[src/rst_mode_pkg.sv]
// shared constants for the reset and mode control link
// assumes a 125 MHz clock on both ends
package rst_mode_pkg;
  localparam int CLK_MHZ = 125;
  localparam int PART_MIN_NS = 40;
  localparam int PART_MAX_NS = 500;
  localparam int FULL_MIN_NS = 1200;
  localparam int PART_READY_NS = 50;
  localparam int REG_WAKE_US = 240;
  localparam int CONV_WAKE_US = 15000;
  localparam int RANGE_SETTLE_US = 120;
  // least times round up, longest round down
  localparam int PART_MIN_CYC = (PART_MIN_NS * CLK_MHZ + 999) / 1000;
  localparam int PART_MAX_CYC = (PART_MAX_NS * CLK_MHZ) / 1000;
  localparam int FULL_MIN_CYC = (FULL_MIN_NS * CLK_MHZ + 999) / 1000;
  localparam int PART_READY_CYC = (PART_READY_NS * CLK_MHZ + 999) / 1000;
  localparam int REG_WAKE_CYC = REG_WAKE_US * CLK_MHZ;
  localparam int CONV_WAKE_CYC = CONV_WAKE_US * CLK_MHZ;
  localparam int RANGE_SETTLE_CYC = RANGE_SETTLE_US * CLK_MHZ;
  localparam int CONV_CYC = 32;
  localparam logic [1:0] RANGE_SW = 2'h0;
  localparam logic [1:0] IF_SERIAL = 2'h0;
  localparam logic [1:0] IF_BYTE = 2'h1;
  localparam logic [1:0] IF_PAR = 2'h2;
  // host apb register offsets
  localparam logic [7:0] OFF_CTRL = 8'h00;
  localparam logic [7:0] OFF_PINS = 8'h04;
  localparam logic [7:0] OFF_STAT = 8'h08;
  localparam logic [7:0] OFF_WIDTH = 8'h0C;
  localparam int CTRL_START = 0;
  localparam int CTRL_CONV = 1;
  localparam int STAT_BUSY = 0;
  localparam int STAT_ACTIVE = 1;
  localparam int STAT_REG_OK = 2;
  localparam int STAT_CONV_OK = 3;
  localparam int STAT_RANGE_OK = 4;
  localparam logic [31:0] PINS_RESET = 32'h0000_0000;
endpackage : rst_mode_pkg

[src/rst_mode_if.sv]
// pin bundle between the host controller and the converter control
// assumes both ends share one clock
`timescale 1ns/1ps
interface rst_mode_if;
  logic reset_n;
  logic conversion_trigger;
  logic busy;
  logic [1:0] range_mode_select;
  logic [2:0] channel_pair_select;
  logic sequencer_enable_pin;
  logic crc_check_enable;
  logic [2:0] oversample_ratio_pins;
  logic burst_pin;
  logic reference_source_select;
  logic interface_kind_select;
  logic byte_width_select;
  logic single_lane_serial_select;
  modport dev (input reset_n, conversion_trigger, range_mode_select, channel_pair_select,
    sequencer_enable_pin, crc_check_enable, oversample_ratio_pins, burst_pin,
    reference_source_select, interface_kind_select, byte_width_select,
    single_lane_serial_select, output busy);
  modport host (output reset_n, conversion_trigger, range_mode_select, channel_pair_select,
    sequencer_enable_pin, crc_check_enable, oversample_ratio_pins, burst_pin,
    reference_source_select, interface_kind_select, byte_width_select,
    single_lane_serial_select, input busy);
endinterface : rst_mode_if

[src/rst_mode_dev.sv]
// device end: reset pulse width classing, pin latching, mode and busy
// assumes pins arrive asynchronously and are synchronised here
//
// Design decisions made here: the APB interface to the registers and the register addresses.
`timescale 1ns/1ps
// Notes on behaviour
// range pins 00 software, otherwise hardware
// hardware mode refuses register access
// mode changes only through full reset
// long low pulse shuts down, clears
// wake on rising edge, host waits
// 40 to 500 ns is partial
// partial resets core, keeps config
// partial reset drops running conversion
// ready 50 ns after partial release
// 1.2 us or more is full
// full release latches base config pins
// hardware mode latches feature pins too
// range pins live in hardware mode
// host waits 120 us after range
// channel pins sampled at reset release
// host holds channel pins during busy
// channel pins read each conversion
// software mode pins set ref, interface
// interface pins pick serial, byte, parallel
// busy rises after trigger until done
// trigger ignored while busy
// short pulses ignored, gap counts partial; code still clears READY and drops a running conversion on any low
module rst_mode_dev #(
  parameter int FULL_CYC = rst_mode_pkg::FULL_MIN_CYC,
  parameter int READY_CYC = rst_mode_pkg::PART_READY_CYC,
  parameter int CONV_LEN = rst_mode_pkg::CONV_CYC
) (
  input wire logic CLK,
  input wire logic RST,
  rst_mode_if.dev PINS,
  input wire logic REG_REQ,
  output logic REG_GRANT,
  output logic HW_MODE,
  output logic SHUTDOWN,
  output logic READY,
  output logic [1:0] IF_KIND,
  output logic REF_SEL,
  output logic SER_ONE_LANE,
  output logic CRC_EN,
  output logic [2:0] OSR,
  output logic BURST_EN,
  output logic SEQ_EN,
  output logic [1:0] RANGE,
  output logic [2:0] CHAN_PAIR,
  output logic CORE_RESTART,
  output logic RESULT_VALID
);
  typedef enum logic [1:0] {
    ST_IDLE = 2'b00,
    ST_CONV = 2'b01,
    ST_DONE = 2'b10
  } conv_t;

  // two-flop synchronisers for all pins
  localparam int PW = 17;
  logic [PW-1:0] raw;
  logic [PW-1:0] s1_q;
  logic [PW-1:0] s2_q;
  assign raw = {PINS.reset_n, PINS.conversion_trigger, PINS.range_mode_select,
    PINS.channel_pair_select, PINS.sequencer_enable_pin, PINS.crc_check_enable,
    PINS.oversample_ratio_pins, PINS.burst_pin, PINS.reference_source_select,
    PINS.interface_kind_select, PINS.byte_width_select, PINS.single_lane_serial_select};
  always_ff @(posedge CLK or posedge RST) begin
    if (RST) begin
      s1_q <= {1'b1, {(PW-1){1'b0}}};
      s2_q <= {1'b1, {(PW-1){1'b0}}};
    end else begin
      s1_q <= raw;
      s2_q <= s1_q;
    end
  end
  wire rn = s2_q[16];
  wire trig = s2_q[15];
  wire [1:0] rng = s2_q[14:13];
  wire [2:0] chp = s2_q[12:10];
  wire seq_p = s2_q[9];
  wire crc_p = s2_q[8];
  wire [2:0] os_p = s2_q[7:5];
  wire burst_p = s2_q[4];
  wire ref_p = s2_q[3];
  wire kind_p = s2_q[2];
  wire bytew_p = s2_q[1];
  wire lane_p = s2_q[0];

  logic rn_q;
  logic trig_q;
  logic [10:0] low_cnt_q;
  logic [7:0] rdy_cnt_q;
  logic [7:0] conv_cnt_q;
  conv_t st_q;
  wire rise = rn && !rn_q;
  wire fall = !rn && rn_q;
  // full when low long enough
  wire is_full = low_cnt_q >= 11'(FULL_CYC);
  // partial from minimum width; R22 gap up to full treated as partial
  wire is_part = !is_full && low_cnt_q >= 11'(rst_mode_pkg::PART_MIN_CYC);
  wire full_rel = rise && is_full;
  wire part_rel = rise && is_part;
  wire trig_rise = trig && !trig_q;
  // range pins pick the mode
  wire hw_next = rng != rst_mode_pkg::RANGE_SW;
  // interface decode
  wire [1:0] kind_next = !kind_p ? rst_mode_pkg::IF_PAR :
    (bytew_p ? rst_mode_pkg::IF_BYTE : rst_mode_pkg::IF_SERIAL);

  always_ff @(posedge CLK or posedge RST) begin
    if (RST) begin
      rn_q <= 1'b1;
      trig_q <= 1'b0;
      low_cnt_q <= 11'h000;
    end else begin
      rn_q <= rn;
      trig_q <= trig;
      if (rn) begin
        low_cnt_q <= 11'h000;
      end else if (!is_full) begin
        low_cnt_q <= low_cnt_q + 11'h001;
      end
    end
  end

  // mode and config only move in a full reset: cleared while held past full width, latched on release
  always_ff @(posedge CLK or posedge RST) begin
    if (RST) begin
      HW_MODE <= 1'b0;
      IF_KIND <= rst_mode_pkg::IF_SERIAL;
      REF_SEL <= 1'b0;
      SER_ONE_LANE <= 1'b0;
      CRC_EN <= 1'b0;
      OSR <= 3'h0;
      BURST_EN <= 1'b0;
      SEQ_EN <= 1'b0;
      SHUTDOWN <= 1'b0;
    end else begin
      // shutdown while held past full width
      SHUTDOWN <= !rn && is_full;
      if (!rn && is_full) begin
        HW_MODE <= 1'b0;
        IF_KIND <= rst_mode_pkg::IF_SERIAL;
        REF_SEL <= 1'b0;
        SER_ONE_LANE <= 1'b0;
        CRC_EN <= 1'b0;
        OSR <= 3'h0;
        BURST_EN <= 1'b0;
        SEQ_EN <= 1'b0;
      end
      // latch base pins; R18 these hold in both modes
      if (full_rel) begin
        HW_MODE <= hw_next;
        IF_KIND <= kind_next;
        REF_SEL <= ref_p;
        SER_ONE_LANE <= lane_p;
        // feature pins latched only in hardware mode
        if (hw_next) begin
          CRC_EN <= crc_p;
          OSR <= os_p;
          BURST_EN <= burst_p;
          SEQ_EN <= seq_p;
        end else begin
          CRC_EN <= 1'b0;
          OSR <= 3'h0;
          BURST_EN <= 1'b0;
          SEQ_EN <= 1'b0;
        end
      end
    end
  end

  always_ff @(posedge CLK or posedge RST) begin
    if (RST) begin
      RANGE <= 2'h0;
      CHAN_PAIR <= 3'h0;
      REG_GRANT <= 1'b0;
      READY <= 1'b0;
      rdy_cnt_q <= 8'h00;
      CORE_RESTART <= 1'b0;
    end else begin
      // range follows pins live in hardware mode
      RANGE <= HW_MODE ? rng : 2'h0;
      // registers refused in hardware mode
      REG_GRANT <= REG_REQ && !HW_MODE && READY;
      // core restart pulse, config untouched
      CORE_RESTART <= part_rel;
      // channel pins sampled at release
      if ((full_rel && hw_next) || (part_rel && HW_MODE)) begin
        CHAN_PAIR <= chp;
      // channel pins read during conversion
      end else if (HW_MODE && st_q == ST_CONV) begin
        CHAN_PAIR <= chp;
      end
      // ready a short time after release; R5 from rising edge
      if (!rn) begin
        READY <= 1'b0;
        rdy_cnt_q <= 8'h00;
      end else if (!READY) begin
        rdy_cnt_q <= rdy_cnt_q + 8'h01;
        READY <= rdy_cnt_q >= 8'(READY_CYC - 1);
      end
    end
  end

  always_ff @(posedge CLK or posedge RST) begin
    if (RST) begin
      st_q <= ST_IDLE;
      conv_cnt_q <= 8'h00;
      PINS.busy <= 1'b0;
      RESULT_VALID <= 1'b0;
    end else begin
      RESULT_VALID <= 1'b0;
      case (st_q)
        ST_IDLE: begin
          // busy rises on trigger edge; R21 ignored while busy
          if (trig_rise && READY && rn) begin
            st_q <= ST_CONV;
            PINS.busy <= 1'b1;
            conv_cnt_q <= 8'h00;
          end
        end
        ST_CONV: begin
          conv_cnt_q <= conv_cnt_q + 8'h01;
          if (conv_cnt_q == 8'(CONV_LEN - 1)) begin
            st_q <= ST_DONE;
          end
        end
        ST_DONE: begin
          st_q <= ST_IDLE;
          PINS.busy <= 1'b0;
          RESULT_VALID <= 1'b1;
        end
        default: st_q <= ST_IDLE;
      endcase
      // reset low drops the conversion
      if (!rn) begin
        st_q <= ST_IDLE;
        PINS.busy <= 1'b0;
        RESULT_VALID <= 1'b0;
      end
    end
  end
endmodule : rst_mode_dev

[src/flat_wrapper.sv]
// flat-port wrapper written by rule: the top's interface ports become plain ports
module rst_mode_dev_flat 
#(
  parameter int FULL_CYC = rst_mode_pkg::FULL_MIN_CYC,
  parameter int READY_CYC = rst_mode_pkg::PART_READY_CYC,
  parameter int CONV_LEN = rst_mode_pkg::CONV_CYC
)
  (CLK, RST, REG_REQ, REG_GRANT, HW_MODE, SHUTDOWN, READY, IF_KIND, REF_SEL, SER_ONE_LANE, CRC_EN, OSR, BURST_EN, SEQ_EN, RANGE, CHAN_PAIR, CORE_RESTART, RESULT_VALID, PINS_reset_n, PINS_conversion_trigger, PINS_range_mode_select, PINS_channel_pair_select, PINS_sequencer_enable_pin, PINS_crc_check_enable, PINS_oversample_ratio_pins, PINS_burst_pin, PINS_reference_source_select, PINS_interface_kind_select, PINS_byte_width_select, PINS_single_lane_serial_select, PINS_busy);
  rst_mode_if PINS_i ();
  input wire logic CLK;
  input wire logic RST;
  input wire logic REG_REQ;
  output logic REG_GRANT;
  output logic HW_MODE;
  output logic SHUTDOWN;
  output logic READY;
  output logic [1:0] IF_KIND;
  output logic REF_SEL;
  output logic SER_ONE_LANE;
  output logic CRC_EN;
  output logic [2:0] OSR;
  output logic BURST_EN;
  output logic SEQ_EN;
  output logic [1:0] RANGE;
  output logic [2:0] CHAN_PAIR;
  output logic CORE_RESTART;
  output logic RESULT_VALID;
  input wire logic [$bits(PINS_i.reset_n)-1:0] PINS_reset_n;
  input wire logic [$bits(PINS_i.conversion_trigger)-1:0] PINS_conversion_trigger;
  input wire logic [$bits(PINS_i.range_mode_select)-1:0] PINS_range_mode_select;
  input wire logic [$bits(PINS_i.channel_pair_select)-1:0] PINS_channel_pair_select;
  input wire logic [$bits(PINS_i.sequencer_enable_pin)-1:0] PINS_sequencer_enable_pin;
  input wire logic [$bits(PINS_i.crc_check_enable)-1:0] PINS_crc_check_enable;
  input wire logic [$bits(PINS_i.oversample_ratio_pins)-1:0] PINS_oversample_ratio_pins;
  input wire logic [$bits(PINS_i.burst_pin)-1:0] PINS_burst_pin;
  input wire logic [$bits(PINS_i.reference_source_select)-1:0] PINS_reference_source_select;
  input wire logic [$bits(PINS_i.interface_kind_select)-1:0] PINS_interface_kind_select;
  input wire logic [$bits(PINS_i.byte_width_select)-1:0] PINS_byte_width_select;
  input wire logic [$bits(PINS_i.single_lane_serial_select)-1:0] PINS_single_lane_serial_select;
  output wire logic [$bits(PINS_i.busy)-1:0] PINS_busy;
  assign PINS_i.reset_n = PINS_reset_n;
  assign PINS_i.conversion_trigger = PINS_conversion_trigger;
  assign PINS_i.range_mode_select = PINS_range_mode_select;
  assign PINS_i.channel_pair_select = PINS_channel_pair_select;
  assign PINS_i.sequencer_enable_pin = PINS_sequencer_enable_pin;
  assign PINS_i.crc_check_enable = PINS_crc_check_enable;
  assign PINS_i.oversample_ratio_pins = PINS_oversample_ratio_pins;
  assign PINS_i.burst_pin = PINS_burst_pin;
  assign PINS_i.reference_source_select = PINS_reference_source_select;
  assign PINS_i.interface_kind_select = PINS_interface_kind_select;
  assign PINS_i.byte_width_select = PINS_byte_width_select;
  assign PINS_i.single_lane_serial_select = PINS_single_lane_serial_select;
  assign PINS_busy = PINS_i.busy;
  rst_mode_dev #(.FULL_CYC(FULL_CYC), .READY_CYC(READY_CYC), .CONV_LEN(CONV_LEN)) u_core (.CLK(CLK), .RST(RST), .PINS(PINS_i), .REG_REQ(REG_REQ), .REG_GRANT(REG_GRANT), .HW_MODE(HW_MODE), .SHUTDOWN(SHUTDOWN), .READY(READY), .IF_KIND(IF_KIND), .REF_SEL(REF_SEL), .SER_ONE_LANE(SER_ONE_LANE), .CRC_EN(CRC_EN), .OSR(OSR), .BURST_EN(BURST_EN), .SEQ_EN(SEQ_EN), .RANGE(RANGE), .CHAN_PAIR(CHAN_PAIR), .CORE_RESTART(CORE_RESTART), .RESULT_VALID(RESULT_VALID));
endmodule
[config.mk]
export PLATFORM = sky130hd
export DESIGN_NAME = rst_mode_dev_flat
export DESIGN_NICKNAME = d
export VERILOG_FILES = /design/src/rst_mode_pkg.sv /design/src/rst_mode_if.sv /design/src/rst_mode_dev.sv /design/src/flat_wrapper.sv
export SDC_FILE = /design/constraint.sdc
export NUM_CORES = 1
export LEC_CHECK = 0
export BUFFER_PORTS_ARGS = -buffer_cell sky130_fd_sc_hd__buf_2
export CORE_ASPECT_RATIO = 1.4
export CORE_UTILIZATION = 56
export CTS_CLUSTER_SIZE = 25
export DETAILED_ROUTE_END_ITERATION = 12
export HOLD_SLACK_MARGIN = 0.02
export PLACE_DENSITY = 0.78
export SLEW_MARGIN = 15
export SYNTH_ARGS = -nofsm -noshare
export SYNTH_HDL_FRONTEND = slang
export SYNTH_SLANG_ARGS = --single-unit
[constraint.sdc]
create_clock -name CLK -period 3.3 [get_ports CLK]
set_input_delay 0 -clock CLK [delete_from_list [all_inputs] [get_ports CLK]]
set_output_delay 0 -clock CLK [all_outputs]
set_load 0.01 [all_outputs]
==> results_dict.tcl <==
set metrics [dict create \
    status "complete, no violations" \
    multi_input_area_um2 977 \
    grt-ovfl-total 0 \
    syn_nets 273 \
    hold_path.class "in2reg" \
    period_minus_slack_ns 2.06 \
    clk_path_buf_depth 2 \
    routed_wl_um 5850 \
    layout_commonest_cell "dfrtp_1" \
    min_to "u_core.s1_q[16]" \
    post-dp-hpwl_um 3550 \
    clk_pin_slew_ns 0.09 \
    start_kind "flop" \
    drtPass1Iterations 4 \
    n_fill_cell 405 \
    start_util_pct 58.3 \
    die_h_um 91.8 \
    regArea_um2 2180 \
    cts_num_sinks 87 \
    synth.avg_cell_area_um2 13.0 \
    num_io_pins 42 \
    cts_tree "done" \
    synth_top_family_by_area "simple AND/OR/NAND/NOR gates" \
    cts_root_buf "clkbuf_8" \
    synthXorXnorAreaFrac_pct 3.26 \
    yosys.area_share.adder_pct 2.33 \
    power_leakage_uw 0.00191 \
    fp-row-count 32 \
    grt_max_degree 46 \
    critical_path_required_ns 3.54 \
    muxShareOfSynthArea_pct 1.75 \
    syn_inst 247 \
    crit_type "reg2reg" \
    drt_iter0_drc 82 \
    met2_usage_pct 36.6 \
    grt_first_pass_wirelength_um 9550 \
    ys_seq_area_share_pct 67.7 \
    ant_nets 0 \
    layout-drive-gt1-share_pct 24.3 \
    r2r_slack_ns 1.24 \
    antenna_found_initial 0 \
    diodes 0 \
    cellInternalPower_uw 1530 \
    fin_worst_skew_ns 0.0123 \
    cp_cell_sequence "nor2b_1 -> o21ai_0 -> a21oi_2 -> a21oi_4 -> mux2_4" \
    finalSetupViolCount 0 \
    synth-compound-area-share_pct 9.55 \
    synthToLayoutAreaGrowth_pct 20.2 \
    r2r-end "u_core.CHAN_PAIR[0]" \
    holdCritStartpoint "PINS_reset_n" \
    slew_headroom_pct 51.5 \
    cts_buffers 9 \
    ys_seq_elements 87 \
    critPathSlowestCell "dfstp_2" \
    yosysUniqueCellTypes 42 \
    synth_warnings 0 \
    dp_slack_ns 1.28 \
    max_clock_freq_mhz 485 \
    cts_resized 0 \
    grt_pass1_vias 2042 \
    cp-end-kind "flop" \
    cts-htree-levels 3 \
    netlist_area_um2 3220 \
    max_slew.worst_pin.slew_ns 0.726 \
    timing.rr.start "u_core.s2_q[16]" \
    power_switching_share_pct 22.9 \
    grt_use_met1_pct 26.4 \
    grt_use_total_pct 21.9 \
    num_vias 2034 \
    grt_use_met3_pct 5.22 \
    p_per_area_nw_per_um2 511 \
    setup_ws_ns 1.24 \
    hold_slack_ns 0.280 \
    gp_congestion 0.811 \
    path_buf_inv 0 \
    coreArea_um2 5530 \
    drv_slew 0 \
    grt.busiest_layer "met2" \
    hold_violations 0 \
    yosys.area_share.simple_pct 13.4 \
    fin_crit_sh_pct 62.5 \
    hold_depth 2 \
    cts_setup_buffers 0 \
    p_comb_share_pct 4.9 \
    die_area_um2 6070 \
    nets 338 \
    r2r_cells 5 \
    port-buffer-count 41 \
    wl_per_cell_um 15.2 \
    via_per_inst 5.28 \
    finalPower_uw 1980 \
    clkLatencyLatePin_ns 0.35 \
    fin_tns_setup_ns 0 \
    switching_power_uw 453 \
    cpPeakStageDelay_ns 0.78 \
    p_clk_share_pct 37.6 \
    layout_common_cells "84 x dfrtp_1, 41 x buf_2, 25 x nor2_1" \
    arrival_ns 2.30 \
    maxCapViolations 0 \
    pwr-share-seq_pct 57.5 \
    peakVddDrop_mv 0.467 \
    fp.dieW_um 66.1 \
    drc 0 \
    rsz0062_at_grt "false" \
    critPathMaxFanout 22 \
    crit_family "flip-flops" \
]
logic make-up (layout without fill, tap and decap cells):
| group | after synthesis | after routing |
|---|---|---|
| adders and majority gates | 6 | 6 |
| muxes | 4 | 4 |
| buffers and inverters | 14 | 84 |
| DFF | 87 | 87 |
| and+or+nand+nor | 83 | 83 |
| AOI/OAI and AO/OA | 41 | 41 |
| xor gates and xnor gates | 12 | 12 |
area by class of cell:
cell class | count | area share [%]
Clock inverter | 4 | 1.39
Multi-Input combinational cell | 146 | 25.2
Tap cell | 68 | 2.20
Timing Repair Buffer | 61 | 10.4
Sequential cell | 87 | 56.3
Inverter | 7 | 0.743
Clock buffer | 12 | 3.75
state kept, by name, summed over array words and instances (netlist names), 2 cells and up:
| register | count |
|---|---|
| u_core.CHAN_PAIR | 3 |
| u_core.IF_KIND | 2 |
| u_core.OSR | 3 |
| u_core.RANGE | 2 |
| u_core.conv_cnt_q | 8 |
| u_core.low_cnt_q | 11 |
| u_core.rdy_cnt_q | 8 |
| u_core.s1_q | 17 |
| u_core.s2_q | 17 |
| u_core.st_q | 2 |
worst max path at each step:
stage,start,end,slack (ns),depth (start not counted)
floorplan,RST,u_core.BURST_EN,1.05,1
global placement,u_core.s2_q[16],u_core.CHAN_PAIR[1],1.37,5
detailed placement,u_core.s2_q[16],u_core.CHAN_PAIR[1],1.28,5
CTS,u_core.s2_q[16],u_core.CHAN_PAIR[0],1.24,5
global route,u_core.s2_q[16],u_core.CHAN_PAIR[0],1.07,5
finish,u_core.s2_q[16],u_core.CHAN_PAIR[0],1.24,5
per-stage QoR:
step | cells | utilization [%] | cell area [um2]
5_1_grt | 385 | 70.1 | 3870
3_3_place_gp | 350 | 63.1 | 3480
2_1_floorplan | 247 | - | 3220
4_1_cts | 385 | 70.1 | 3870
6_report | 385 | 70.1 | 3870
3_5_place_dp | 350 | 63.1 | 3480
power groups by stage:
| stage | combinational (uW) | clock, uW | sequential, uW |
|---|---|---|---|
| floorplan | 58.4 | 0 | 1150 |
| global placement | 76.9 | 0 | 1160 |
| detailed placement | 80.0 | 0 | 1160 |
| CTS | 97.6 | 757 | 1140 |
| global route | 112 | 805 | 1140 |
| finish | 96.7 | 745 | 1140 |
worst reg2reg max path: cells and delay by family, from the launching register on:
family,cells,cell delay (ns)
DFF,1,0.78
AOI/OAI and AO/OA,3,0.60
muxes,1,0.31
and+or+nand+nor,1,0.26
Yosys cell counts (all sizes together):
| cell | number | area, um2 |
|---|---|---|
| nor2b | 6 | 37.5 |
| nor4 | 4 | 37.5 |
| nor3 | 5 | 30.0 |
| and2 | 2 | 12.5 |
| nor2 | 26 | 105 |
| xor2 | 6 | 52.6 |
| mux2 | 4 | 56.3 |
| ha | 6 | 75.1 |
| dfrtp | 84 | 2100 |
| xnor2 | 6 | 52.6 |
| a21oi | 5 | 43.8 |
| nand3 | 10 | 50.1 |
| nor3b | 1 | 7.51 |
| a41o | 1 | 10.0 |
| or3 | 1 | 11.3 |
| a31oi | 3 | 18.8 |
| a21o | 4 | 30.0 |
| dfstp | 3 | 78.8 |
| clkinv | 1 | 5.00 |
| or2 | 1 | 6.26 |
| a211oi | 1 | 7.51 |
| o221a | 1 | 11.3 |
| clkbuf | 5 | 18.8 |
| nand4 | 3 | 18.8 |
| and4bb | 1 | 12.5 |
| o31ai | 4 | 35.0 |
| inv | 6 | 22.5 |
| a22o | 10 | 87.6 |
| nand2 | 16 | 60.1 |
| buf | 2 | 18.8 |
| o21ai | 12 | 63.8 |
| nand2b | 1 | 6.26 |
| and3 | 6 | 37.5 |
what timing repair did:
| item | in CTS | in global routing |
|---|---|---|
| endpoints found under the hold margin | 59 | 0 |
| hold buffers | 19 | 0 |
| setup endpoints to repair | 0 | 0 |
per-layer routing:
| layer | vias to the layer above | wire length [um] |
|---|---|---|
| met1 | 1023 | 2490 |
| met4 | 0 | 108 |
| met3 | 8 | 131 |
| met2 | 29 | 3120 |
| met5 | - | 0 |
| li1 | 974 | - |
No activity file was read; power rests on OpenSTA's default activity.
